### src/msc_pkg.sv
/*
   Shared constants, types and decode helpers for the multiplexed SAR converter control.
   Assumes a 20 MHz system clock; every timing count below is derived from it.
*/
package msc_pkg;

   localparam int CODE_W       = 16;
   localparam int CFG_W        = 8;
   localparam int REC_W        = CODE_W + CFG_W;
   localparam int FIFO_DEPTH   = 32;
   localparam int CLK_NS       = 50;
   // Bit decision time of the internal oscillator; a least time, rounded up
   localparam int BIT_STEP_NS  = 100;
   localparam int BIT_STEP_CYC = (BIT_STEP_NS + CLK_NS - 1) / CLK_NS;
   // Summing node discharge; a longest time, rounded down but never below one cycle
   localparam int MRST_NS      = 36;
   localparam int MRST_CYC     = (MRST_NS / CLK_NS < 1) ? 1 : MRST_NS / CLK_NS;

   // Configuration word layout
   localparam int CFG_VALID_BIT = 7;
   localparam int CFG_GAIN_BIT  = 6;
   localparam int CFG_RANGE_LSB = 4;
   localparam int CFG_CHAN_LSB  = 0;

   localparam logic [CFG_W-1:0]  CFG_RESET  = 8'h00;
   localparam logic [CODE_W-1:0] CODE_MSB   = 16'h8000;
   localparam logic [4:0]        SEQ_FULL   = 5'h10;
   localparam logic [4:0]        DEPTH_INIT = 5'h01;
   localparam logic [2:0]        WORD_LAST  = 3'h7;
   localparam logic [2:0]        MRST_LOAD  = 3'(MRST_CYC);

   typedef enum logic [1:0] {RNG_UNIPOLAR, RNG_BIPOLAR, RNG_DIFF_BIN, RNG_DIFF_TWOS} msc_range_t;

   // Two's complement for bipolar, selectable for fully differential
   function automatic logic fmtTwos(input logic [CFG_W-1:0] w);
      msc_range_t r;
      r = msc_range_t'(w[CFG_RANGE_LSB +: 2]);
      return (r == RNG_BIPOLAR) || (r == RNG_DIFF_TWOS);
   endfunction

endpackage

### src/msc_stream_if.sv
/*
   Valid/ready word stream between the converter core, the result FIFO and the serial port.
   Assumes both ends share one clock.
*/
`timescale 1ns/100ps
`default_nettype none
interface msc_stream_if #(parameter int W = 24);
   logic         valid;
   logic         ready;
   logic [W-1:0] data;
   modport src (output valid, output data, input ready);
   modport snk (input valid, input data, output ready);
endinterface
`default_nettype wire

### src/msc_fifo.sv
/*
   Result FIFO, parameterised in width and depth, valid/ready on both sides.
   Assumes a single clock and an asynchronous active-high reset.
*/
`timescale 1ns/100ps
`default_nettype none
module msc_fifo #(
   parameter int WIDTH = 24,
   parameter int DEPTH = 32
) (
   input  wire logic   mclk,
   input  wire logic   rst,
   msc_stream_if.snk   wr,
   msc_stream_if.src   rd
);
   localparam int AW = $clog2(DEPTH);

   logic [WIDTH-1:0] memQ [DEPTH];
   logic [AW:0]      wrPtrQ, wrPtrD, rdPtrQ, rdPtrD;
   logic             full, empty, push, pop;

   assign full     = (wrPtrQ[AW-1:0] == rdPtrQ[AW-1:0]) && (wrPtrQ[AW] != rdPtrQ[AW]);
   assign empty    = (wrPtrQ == rdPtrQ);
   assign wr.ready = ~full;
   assign rd.valid = ~empty;
   assign rd.data  = memQ[rdPtrQ[AW-1:0]];
   assign push     = wr.valid & ~full;
   assign pop      = rd.ready & ~empty;

   always_comb begin
      wrPtrD = push ? wrPtrQ + 1'b1 : wrPtrQ;
      rdPtrD = pop ? rdPtrQ + 1'b1 : rdPtrQ;
   end

   always_ff @(posedge mclk or posedge rst) begin
      if (rst) begin
         wrPtrQ <= '0;
         rdPtrQ <= '0;
      end else begin
         wrPtrQ <= wrPtrD;
         rdPtrQ <= rdPtrD;
      end
   end

   // Storage carries no reset; only the pointers need a defined value
   always_ff @(posedge mclk) begin
      if (push) begin
         memQ[wrPtrQ[AW-1:0]] <= wr.data;
      end
   end
endmodule
`default_nettype wire

### src/msc_sar.sv
/*
   Successive-approximation sequencer driving the sampling capacitor DAC.
   Assumes a comparator decision on compIn, synchronous to mclk, valid at each step's last cycle.
*/
`timescale 1ns/100ps
`default_nettype none
module msc_sar import msc_pkg::*; (
   input  wire logic              mclk,
   input  wire logic              rst,
   input  wire logic              start,
   input  wire logic              compIn,
   input  wire logic [CFG_W-1:0]  cfgIn,
   output logic                   busy,
   output logic      [CODE_W-1:0] dacCode,
   msc_stream_if.src              res
);
   typedef enum logic [1:0] {SAR_IDLE, SAR_STEP, SAR_DONE} msc_sar_t;

   msc_sar_t          stateQ, stateD;
   logic [CODE_W-1:0] codeQ, codeD, maskQ, maskD;
   logic [CFG_W-1:0]  cfgQ, cfgD;
   logic [3:0]        stepQ, stepD;
   logic              stepEnd;

   assign stepEnd   = (stepQ == 4'(BIT_STEP_CYC - 1));
   assign busy      = (stateQ != SAR_IDLE);
   assign dacCode   = codeQ;
   assign res.valid = (stateQ == SAR_DONE);
   assign res.data  = {codeQ ^ (fmtTwos(cfgQ) ? CODE_MSB : {CODE_W{1'b0}}), cfgQ};

   always_comb begin
      stateD = stateQ;
      codeD  = codeQ;
      maskD  = maskQ;
      cfgD   = cfgQ;
      stepD  = stepQ;
      case (stateQ)
         SAR_IDLE: begin
            if (start) begin
               stateD = SAR_STEP;
               codeD  = CODE_MSB;
               maskD  = CODE_MSB;
               cfgD   = cfgIn;
               stepD  = '0;
            end
         end
         SAR_STEP: begin
            stepD = stepQ + 4'h1;
            if (stepEnd) begin
               // Keep or drop the trial bit, then try the next lower weight
               codeD = (compIn ? codeQ : codeQ & ~maskQ) | (maskQ >> 1);
               maskD = maskQ >> 1;
               stepD = '0;
               if (maskQ[0]) begin
                  stateD = SAR_DONE;
               end
            end
         end
         SAR_DONE: begin
            // Holds, and so stays busy, until the FIFO takes the result
            if (res.ready) begin
               stateD = SAR_IDLE;
            end
         end
         default: stateD = SAR_IDLE;
      endcase
   end

   always_ff @(posedge mclk or posedge rst) begin
      if (rst) begin
         stateQ <= SAR_IDLE;
         codeQ  <= '0;
         maskQ  <= '0;
         cfgQ   <= CFG_RESET;
         stepQ  <= '0;
      end else begin
         stateQ <= stateD;
         codeQ  <= codeD;
         maskQ  <= maskD;
         cfgQ   <= cfgD;
         stepQ  <= stepD;
      end
   end

   localparam int CONV_CYC = CODE_W * BIT_STEP_CYC;
   // Result shows one cycle after the last decision, counted from the end of the busy pair
   localparam int CONV_END = CONV_CYC - 1;
endmodule
`default_nettype wire

### src/msc_adc_ctrl.sv
/*
   Control and serial port of an 8-channel 16-bit SAR converter: conversion start,
   busy, sequencer of configuration words, result FIFO and read-select gated shifter.
   Assumes all pins except compIn are asynchronous to mclk; serial clock well below a quarter of mclk.
*/
// Functional notes
// - Rising convert_start edge wakes from nap or sleep and starts one conversion.
// - Busy rises when a conversion starts and falls once its result has entered the FIFO.
// - Serial port active while read_select_n low; output released while high.
// - Serial clock edges are ignored while read_select_n is high.
// - Input bit captured on each rising serial clock edge while active.
// - Each rising edge shifts out result MSB first, then configuration info.
// - Shifted-in words program channel, input range and gain compression via sequencer.
// - Sequencer holds one to sixteen configuration words chosen by host.
// - Reset abandons any conversion and releases the serial output.
// - End of conversion yields a 16-bit code ready for serial transfer.
// - DAC walks a successive-approximation search, one decision per bit, 16 bits.
// - Straight binary equals two's complement with MSB inverted; range picks format.
// - Input range is independent of multiplexer channel selection.
// - Automatic nap between conversions plus a separate sleep state.
// - Bipolar gives two's complement, unipolar binary, differential selectable.
// - Summing node discharged every conversion and on first new configuration.
`timescale 1ns/100ps
`default_nettype none
module msc_adc_ctrl import msc_pkg::*; (
   input  wire logic              mclk,
   input  wire logic              rst,
   input  wire logic              convertStart,
   input  wire logic              readSelectN,
   input  wire logic              sck,
   input  wire logic              sdi,
   input  wire logic              sleepReq,
   input  wire logic              compIn,
   output logic                   sdoOut,
   output logic                   sdoOe,
   output logic                   busy,
   output logic                   napActive,
   output logic                   sleepActive,
   output logic                   muxDischarge,
   output logic                   gainCompression,
   output logic      [3:0]        muxChannel,
   output logic      [1:0]        inputRange,
   output logic      [CODE_W-1:0] dacCode
);
   // Pin synchronisers: meta, sync, then one history stage for edges
   logic [4:0] pinIn, metaQ, syncQ, histQ;
   logic       cnvS, rsnS, sckS, sdiS, slpS;
   logic       cnvEdge, sckRise, frameStart, startPulse;

   assign pinIn = {convertStart, readSelectN, sck, sdi, sleepReq};

   always_ff @(posedge mclk or posedge rst) begin
      if (rst) begin
         metaQ <= 5'h08;
         syncQ <= 5'h08;
         histQ <= 5'h08;
      end else begin
         metaQ <= pinIn;
         syncQ <= metaQ;
         histQ <= syncQ;
      end
   end

   assign {cnvS, rsnS, sckS, sdiS, slpS} = syncQ;
   assign cnvEdge    = cnvS & ~histQ[4];
   assign startPulse = cnvEdge & ~busy;
   assign sckRise    = sckS & ~histQ[2] & ~rsnS;
   assign frameStart = ~rsnS & histQ[3];

   // Converter core and result buffering
   msc_stream_if #(.W(REC_W)) convS ();
   msc_stream_if #(.W(REC_W)) outS ();
   logic [CFG_W-1:0] curCfg;
   logic             resultTaken;

   msc_sar u_sar (
      .mclk    (mclk),
      .rst     (rst),
      .start   (startPulse),
      .compIn  (compIn),
      .cfgIn   (curCfg),
      .busy    (busy),
      .dacCode (dacCode),
      .res     (convS.src)
   );

   msc_fifo #(.WIDTH(REC_W), .DEPTH(FIFO_DEPTH)) u_fifo (
      .mclk (mclk),
      .rst  (rst),
      .wr   (convS.snk),
      .rd   (outS.src)
   );

   assign resultTaken = convS.valid & convS.ready;

   // Serial shifter
   logic [REC_W-1:0] outShiftQ, outShiftD;
   logic [CFG_W-1:0] inShiftQ, inShiftD, wordNew;
   logic [2:0]       bitCntQ, bitCntD;
   logic             oeQ, oeD, firstQ, firstD, wordDone;

   assign wordNew  = {inShiftQ[CFG_W-2:0], sdiS};
   assign wordDone = sckRise && (bitCntQ == WORD_LAST) && wordNew[CFG_VALID_BIT];
   assign outS.ready = frameStart;
   assign sdoOut     = outShiftQ[REC_W-1];
   assign sdoOe      = oeQ;

   always_comb begin
      outShiftD = outShiftQ;
      inShiftD  = inShiftQ;
      bitCntD   = bitCntQ;
      oeD       = 1'b0;
      firstD    = firstQ;
      if (rsnS) begin
         bitCntD = '0;
         firstD  = 1'b1;
      end else begin
         oeD = 1'b1;
         if (frameStart) begin
            // An empty FIFO shifts out zeros rather than a stale record
            outShiftD = outS.valid ? outS.data : '0;
         end else if (sckRise) begin
            outShiftD = {outShiftQ[REC_W-2:0], 1'b0};
            inShiftD  = wordNew;
            bitCntD   = bitCntQ + 3'h1;
            if (wordDone) begin
               firstD = 1'b0;
            end
         end
      end
   end

   always_ff @(posedge mclk or posedge rst) begin
      if (rst) begin
         outShiftQ <= '0;
         inShiftQ  <= '0;
         bitCntQ   <= '0;
         oeQ       <= 1'b0;
         firstQ    <= 1'b1;
      end else begin
         outShiftQ <= outShiftD;
         inShiftQ  <= inShiftD;
         bitCntQ   <= bitCntD;
         oeQ       <= oeD;
         firstQ    <= firstD;
      end
   end

   // Sequencer, discharge timer and power state
   logic [CFG_W-1:0] cfgMemQ [16];
   logic [CFG_W-1:0] cfgMemD [16];
   logic [CFG_W-1:0] cfgOutQ, cfgOutD;
   logic [4:0]       depthQ, depthD;
   logic [3:0]       seqIdxQ, seqIdxD;
   logic [2:0]       dischQ, dischD;
   logic             sleepQ, sleepD;

   // Last programmed entry reached; shared by the advance and its check
   function automatic logic lastEntry(input logic [3:0] idx, input logic [4:0] depth);
      return (5'(idx) + 5'h01 >= depth);
   endfunction

   assign curCfg = cfgMemQ[seqIdxQ];

   always_comb begin
      cfgMemD = cfgMemQ;
      depthD  = depthQ;
      seqIdxD = seqIdxQ;
      dischD  = (dischQ != '0) ? dischQ - 3'h1 : dischQ;
      if (resultTaken) begin
         seqIdxD = lastEntry(seqIdxQ, depthQ) ? 4'h0 : seqIdxQ + 4'h1;
      end
      if (startPulse) begin
         dischD = MRST_LOAD;
      end
      if (wordDone) begin
         if (firstQ) begin
            // First word of a frame restarts the list at depth one
            cfgMemD[0] = wordNew;
            depthD     = DEPTH_INIT;
            seqIdxD    = 4'h0;
            dischD     = MRST_LOAD;
         end else if (depthQ < SEQ_FULL) begin
            cfgMemD[depthQ[3:0]] = wordNew;
            depthD               = depthQ + 5'h01;
         end
      end
      cfgOutD = cfgMemD[seqIdxD];
      // Sleep holds while requested and idle; a convert edge always wakes
      sleepD = ~cnvEdge & slpS & (sleepQ | ~busy);
   end

   always_ff @(posedge mclk or posedge rst) begin
      if (rst) begin
         for (int i = 0; i < 16; i++) begin
            cfgMemQ[i] <= CFG_RESET;
         end
         cfgOutQ <= CFG_RESET;
         depthQ  <= DEPTH_INIT;
         seqIdxQ <= '0;
         dischQ  <= '0;
         sleepQ  <= 1'b0;
      end else begin
         cfgMemQ <= cfgMemD;
         cfgOutQ <= cfgOutD;
         depthQ  <= depthD;
         seqIdxQ <= seqIdxD;
         dischQ  <= dischD;
         sleepQ  <= sleepD;
      end
   end

   // Range and channel are separate fields, any pairing allowed
   assign muxChannel      = cfgOutQ[CFG_CHAN_LSB +: 4];
   assign inputRange      = cfgOutQ[CFG_RANGE_LSB +: 2];
   assign gainCompression = cfgOutQ[CFG_GAIN_BIT];
   assign muxDischarge    = (dischQ != '0);
   assign napActive       = ~busy & ~sleepQ;
   assign sleepActive     = sleepQ;
endmodule
`default_nettype wire

### config.mk
export PLATFORM = sky130hd
export DESIGN_NAME = msc_adc_ctrl
export DESIGN_NICKNAME = d
export VERILOG_FILES = /design/src/msc_pkg.sv /design/src/msc_stream_if.sv /design/src/msc_fifo.sv /design/src/msc_sar.sv /design/src/msc_adc_ctrl.sv
export SDC_FILE = /design/constraint.sdc
export NUM_CORES = 1
export LEC_CHECK = 0
export ABC_AREA = 1
export ABC_CLOCK_PERIOD_IN_PS = 24300
export BUFFER_PORTS_ARGS = -buffer_cell sky130_fd_sc_hd__buf_4
export CAP_MARGIN = 5
export CORE_MARGIN = 2
export CORE_UTILIZATION = 51
export CTS_CLUSTER_SIZE = 12
export DETAILED_ROUTE_END_ITERATION = 12
export GPL_ROUTABILITY_DRIVEN = 1
export PLACE_DENSITY = 0.63
export RECOVER_POWER = 50
export SLEW_MARGIN = 40
export SYNTH_ARGS = -nofsm -noshare
export SYNTH_HDL_FRONTEND = slang
export SYNTH_SLANG_ARGS = --single-unit
### constraint.sdc
create_clock -name mclk -period 24.3 [get_ports mclk]
set_input_delay 2.43 -clock mclk [delete_from_list [all_inputs] [get_ports mclk]]
set_output_delay 2.43 -clock mclk [all_outputs]
set_load 0.02 [all_outputs]
==> metrics, run 1 <==
critical path class=reg -> reg; clk_lat worst skew=0.70 ns; first-pass GRT wire length=178.2 mm; reg-to-reg critical path startpoint=u_fifo.rdPtrQ[2]; Slew Limit Fails=roughly 560; DRT Wirelength=between 100 and 150 mm; Post-synth ARST share=24.93%; drt drc=0; layout cells sized above 1=under 10%; Port-buffer cells=36; Tmin final=around 6.7 ns; Setup WS pre-CTS=between 15 and 20 ns; Core Area=~85000 um^2; Max VDD drop=~0.13 mV; HPWL Detailed=67.61 mm; drt initial violations=3453; hold_buf cts=0; Worst-Margin Slew=5.552 ns; H-tree Lvls=3; Startpoint Class=register; area delta synth->final=12.31%; R2R depth=14; Pre-Repair DR Iteration Count=6; Pwr Total=5537 uW; final cell count without fillers=about 5000; pin count of the biggest net entering global routing=between 150 and 200; post-synthesis cell type count=47; sequential fraction of the synthesis area=about two thirds; DP Cell Count=4928; Num CTS Buffers=107; final setup fails=0; CP required=roughly 25 ns; status=finished, violations left; main flop type after synthesis=edfxtp_1; Yosys warning count=0; Final period util=~28%; Placer Congestion=approximately 0.82; Post-DRT Antenna Nets=0; Root Driver=clkbuf_16; Worst Path Arrival=about 7.3 ns; number of global-route vias before repair=between 20000 and 30000; DR vias/cell=around 5.9; Leak Pwr=between 0.015 and 0.02 uW; Power per Cell Area=113.5 nW/um^2; CTS Buffer Depth=3; global route overflow=0; I/O pin count=37; Die X=295.9 um; Yosys top cell by area=edfxtp_1; Post-synth EDFFs=about 770; cells resized by post-CTS repair=0; initial antenna violation count=2; max_cap viols=16; fin worst setup slack=17.60 ns; endpoint class of the critical path=register; Worst Skew=0.06148 ns; Finished Cell Area=between 40000 and 50000 um^2; n_diodes=0; setup_tns=0 ns; unrepaired setup endpoints after global routing=no; die area=roughly 90000 um^2; failing checks=capacitance limit, slew limit; nets@finish=between 3000 and 4000; synthesized area per cell=around 11 um^2; Max Clk Rate=around 150 MHz; crit path from=u_fifo.rdPtrQ[2]; Setup Buffers After CTS=0; Area after DPL=45640 um^2; CTS tree=yes; CP Max Fanout=57; # rows=around 110; r2r setup slk=approximately 18 ns; initial core utilization=approximately half; Worst-path clk slew=approximately 0.06 ns; CTS Sinks=1023; CP Capture Point=cfgOutQ[5]; worst hold path type=reg -> reg; max_slew headroom=-272.2%; Synth top area share=53.09%; WL/cell=23.02 um; ranking of synthesized cells by area=edfxtp_1 (53%), dfrtp_1 (14%), o21ai_0 (6.5%), nor2_1 (4.2%), nand2_1 (3.7%); Yosys reg bits=1023; final hold violation count=0; total number of vias=30120; Reg-to-Reg End=cfgOutQ[5]; synthesized area=43440 um^2; GRT Total Usage=~27%; Mapped Cells=3925; height of the die=295.9 um; net count after synthesis=a little under 4000
## cells by family (layout without fill, tap and decap cells)
| logic type | after synthesis | count (layout) | synth area share [%] |
|---|---|---|---|
| flip-flops | 1023 | 1023 | 67.79 |
| buffers and inverters | 615 | 674 | 6.017 |
| AO/OA/AOI/OAI | 989 | 989 | 12.52 |
| XOR/XNOR | 18 | 18 | 0.3629 |
| adder cells (fa/ha/maj) | 21 | 21 | 0.6048 |
| AND/OR/NAND/NOR | 1259 | 1259 | 12.71 |
## stage by stage
step,hold slack (ns),utilization (%)
CTS,0.3462,57.88
finish,0.3415,57.57
detailed placement,0.3358,53.85
floorplan,0.3312,-
global placement,0.3329,52.52
global route,0.3517,57.57
## critical path, cell delays in order (launching register included)
cell	delay, ns
dfrtp_1	1.34
clkinvlp_2	2.12
nand2_1	0.42
nand2_1	0.12
nor2_2	0.13
nand4_2	0.16
nand2_1	0.29
nand2_4	0.42
nand3_2	0.66
buf_4	0.42
nand2_1	0.10
nand3_1	0.08
nand3_1	0.08
nand3_1	0.14
nand2_1	0.06
## power breakdown
group          switching (uW)  leakage [uW]  total (uW)  internal, uW
clock network             673       0.00165        1590           914
logic                    1240       0.00692        1730           493
registers                 146        0.0104        2220          2070
## area by class of cell
cell class,count,area [um^2]
Inverter,340,1295
Fill cell,7045,35950
Tap cell,1144,1431
Multi-Input combinational cell,2287,11480
Clock buffer,166,3082
Timing Repair Buffer,134,1710
Sequential cell,1023,29460
Clock inverter,34,332.8
## layout by cell type (no fill, tap or decap), drive strengths merged, types with 3 or more instances in the layout
cell	n
edfxtp	768
o21ai	675
nor2	493
nand2	436
inv	338
dfrtp	250
nand3	211
clkbuf	189
o22ai	118
buf	111
nand4	108
a21oi	84
o211ai	60
o221ai	37
clkinv	29
ha	21
xor2	14
a31oi	9
nor3	5
dfstp	5
xnor2	4
bufinv	4
clkinvlp	3
## state kept, by name (all words and copies together), names as in the netlist, 6 cells and up, named ones only
register       cells
u_fifo.rdPtrQ      6
u_sar.cfgQ         8
u_sar.dacCode     16
outShiftQ         24
u_fifo.wrPtrQ      6
cfgOutQ            7
cfgMemQ          112
u_sar.maskQ       16
inShiftQ           7
u_fifo.memQ      768
## worst min path at each step
stage,startpoint,endpoint,depth (start not counted)
2_1_floorplan,metaQ[0],syncQ[0],0
3_3_place_gp,metaQ[4],syncQ[4],0
3_5_place_dp,metaQ[1],syncQ[1],0
4_1_cts,metaQ[1],syncQ[1],0
5_1_grt,metaQ[1],syncQ[1],0
6_report,metaQ[1],syncQ[1],0
## synthesized netlist by cell type, drive strengths merged, types with 2 or more instances
| cell | number |
|---|---|
| a2111oi | 2 |
| a21oi | 84 |
| a31oi | 9 |
| and3 | 2 |
| buf | 106 |
| clkbuf | 169 |
| clkinv | 2 |
| dfrtp | 250 |
| dfstp | 5 |
| edfxtp | 768 |
| ha | 21 |
| inv | 338 |
| nand2 | 436 |
| nand3 | 211 |
| nand4 | 108 |
| nor2 | 493 |
| nor3 | 5 |
| nor4 | 2 |
| o211ai | 60 |
| o21ai | 675 |
| o221ai | 37 |
| o22ai | 118 |
| xnor2 | 4 |
| xor2 | 14 |
## routing by layer
layer	vias to the layer above	track usage, %	wire, um
met5	-	0	0
met1	14820	38.98	49650
met3	223	4.662	9979
met4	0	9.310	3817
met2	1313	42.20	54590
li1	13770	-	-
(Power assumes the default switching activity.)
==> run 2: changes to the inputs <==
--- a/config.mk
+++ b/config.mk
@@ -5,8 +5,8 @@
 export SDC_FILE = /design/constraint.sdc
 export NUM_CORES = 1
 export LEC_CHECK = 0
-export ABC_AREA = 1
-export ABC_CLOCK_PERIOD_IN_PS = 24300
+export ABC_AREA = 0
+export ABC_CLOCK_PERIOD_IN_PS = 7000
 export BUFFER_PORTS_ARGS = -buffer_cell sky130_fd_sc_hd__buf_4
 export CAP_MARGIN = 5
 export CORE_MARGIN = 2
==> constraint.sdc (replaced) <==
create_clock -name mclk -period 7 [get_ports mclk]
set_input_delay 0.7 -clock mclk [delete_from_list [all_inputs] [get_ports mclk]]
set_output_delay 0.7 -clock mclk [all_outputs]
set_load 0.02 [all_outputs]
==> metrics, run 2 <==
final cell count without fillers=3615 (-30%); nets@finish=2483 (-37%); main flop type after synthesis=edfxtp_1; net count after synthesis=2424 (-39%); height of the die=292.7 um (-1.1%); Worst Path Arrival=5.44 ns (-1.85 ns); # rows=105 (-1.9%); I/O pin count=37 (unchanged); DRT Wirelength=108.4 mm (-8.2%); DP Cell Count=3414 (-31%); Tmin final=about 5.1 ns; clk_lat worst skew=0.69 ns (about the same); Setup Buffers After CTS=0 (unchanged); Core Area=82240 um^2 (-3.0%); drt initial violations=2517 (-27%); Num CTS Buffers=107 (unchanged); Post-DRT Antenna Nets=0 (unchanged); DR vias/cell=6.430 (+9.5%); Worst-path clk slew=0.06 ns (about the same); initial core utilization=51.68% (+0.42 points); Yosys reg bits=1023 (unchanged); FILL cells=6135 (-13%); Port-buffer cells=36 (unchanged); H-tree Lvls=3 (unchanged); ranking of synthesized cells by area=edfxtp_1 (54%), mux4_2 (15%), dfrtp_1 (15%), mux2_2 (2.5%), nand2_1 (1.6%); Placer Congestion=0.9303 (+13%); Pre-Repair DR Iteration Count=6 (unchanged); final setup fails=0 (unchanged); critical path class=in -> async; Max Clk Rate=between 150 and 200 MHz; synthesized area=42500 um^2 (-2.2%); max_cap viols=10 (-6); Die X=292.7 um (-1.1%); Root Driver=clkbuf_16; CP Max Fanout=67 (+18%); synthesized area per cell=17.75 um^2 (+60%); status=finished, violations left; endpoint class of the critical path=asynchronous set/reset pin; worst hold path type=in -> reg; CTS Buffer Depth=3 (unchanged); drt drc=0 (unchanged); die area=85670 um^2 (-2.1%); pin count of the biggest net entering global routing=68 (-63%); HPWL Detailed=64.48 mm (-4.6%); CTS tree=yes; layout cells sized above 1=27.58% (+19 points); Worst-Margin Slew=4.061 ns (-1.491 ns); area delta synth->final=12.18%; Synth top area share=54.26% (+1.2 points); Post-synth ARST share=24.93% (unchanged); sequential fraction of the synthesis area=69.29% (+1.5 points); cells resized by post-CTS repair=0 (unchanged); Power per Cell Area=272.8 nW/um^2 (+140%); initial antenna violation count=0 (-2); Post-synth EDFFs=768 (unchanged); hold_buf cts=0 (unchanged); Worst Skew=0.05200 ns (-0.009473 ns); Mapped Cells=2395 (-39%); WL/cell=29.99 um (+30%); number of global-route vias before repair=23740 (-17%); synth cell count leaders=edfxtp_1 (768), mux4_2 (280), dfrtp_1 (250); CTS Sinks=1023 (unchanged); Yosys top cell by area=edfxtp_1; n_diodes=0 (unchanged); commonest non-fill, non-tap cell in the layout=edfxtp_1; count leader, synth=edfxtp_1; Slew Limit Fails=463 (-17%); final hold violation count=0 (unchanged); most frequent cells in the layout=edfxtp_1 (768), mux4_2 (280), dfrtp_1 (239); CP required=7.31 ns (-17.57 ns); Yosys warning count=0 (unchanged); post-synthesis cell type count=71 (+51%); global route overflow=0 (unchanged); GRT Total Usage=25.79% (-1.4 points); failing checks=capacitance limit, slew limit; Final period util=between 70% and 80%; total number of vias=23250 (-23%); Pwr Total=13010 uW (+130%); Leak Pwr=0.01676 uW (-12%); unrepaired setup endpoints after global routing=no; Largest register FFs=768 (unchanged); Startpoint Class=input pin; Max VDD drop=0.2356 mV (+84%); max_slew headroom=-170.7% (+100 points); first-pass GRT wire length=160.7 mm (-9.9%); setup_tns=0 ns (unchanged)
-- run 2: area by class of cell --
cell class | count | area [um^2] | area share, %
Clock buffer | 166 | 3020 | 6.334
Clock inverter | 34 | 386.6 | 0.8108
Inverter | 19 | 72.57 | 0.1522
Multi-Input combinational cell | 1189 | 12550 | 26.33
Sequential cell | 1023 | 29470 | 61.81
Tap cell | 1070 | 1339 | 2.808
Timing Repair Buffer | 114 | 839.6 | 1.761
-- run 2: power breakdown --
part           leakage [uW]  switching [uW]  internal (uW)
Sequential           0.0107             244           6770
Combinational       0.00446             359            154
Clock               0.00165            2320           3160
Total                0.0168            2930          10100
-- run 2: cells by family after synthesis --
family | synth area share (%)
simple gates | 5.196
flops | 69.29
compound gates | 4.059
buf+inv | 1.878
mux | 18.51
fa+ha+maj | 0.6182
xor+xnor | 0.4533
-- run 2: worst max-delay path, stage by stage --
cell	delay [ns]
clkbuf_4	0.11
clkinvlp_2	0.11
clkbuf_1	2.84
clkbuf_2	1.58
-- run 2: through the flow --
stage	utilization, %	area [um^2]	hold slack (ns)	setup WS, ns
after floorplan	-	42510	0.3312	2.946
after global placement	53.80	44250	0.3348	1.672
after detailed placement	53.89	44320	0.3365	2.115
after CTS	58.03	47730	0.08865	2.065
after global routing	57.98	47680	0.1211	0.9566
final	57.98	47680	0.1469	1.873
-- run 2: path summary, 6_finish.rpt --
check                            from          end  slack, ns  cells past startpoint
min                          sleepReq     metaQ[0]       0.15                      1
min in group asynchronous         rst  cfgMemQ[19]       1.38                      3
max in group mclk          seqIdxQ[2]   cfgOutQ[3]       1.93                     13
max reg2reg                seqIdxQ[2]   cfgOutQ[3]       1.93                     13
min reg2reg                  metaQ[4]     syncQ[4]       0.35                      0
max                               rst  inShiftQ[5]       1.87                      4
-- run 2: metal layers --
layer | routed length, um | GRT usage (%)
met3 | 7181 | 3.764
met1 | 44190 | 36.13
met5 | 0 | 0
met4 | 3736 | 8.793
met2 | 53300 | 41.96
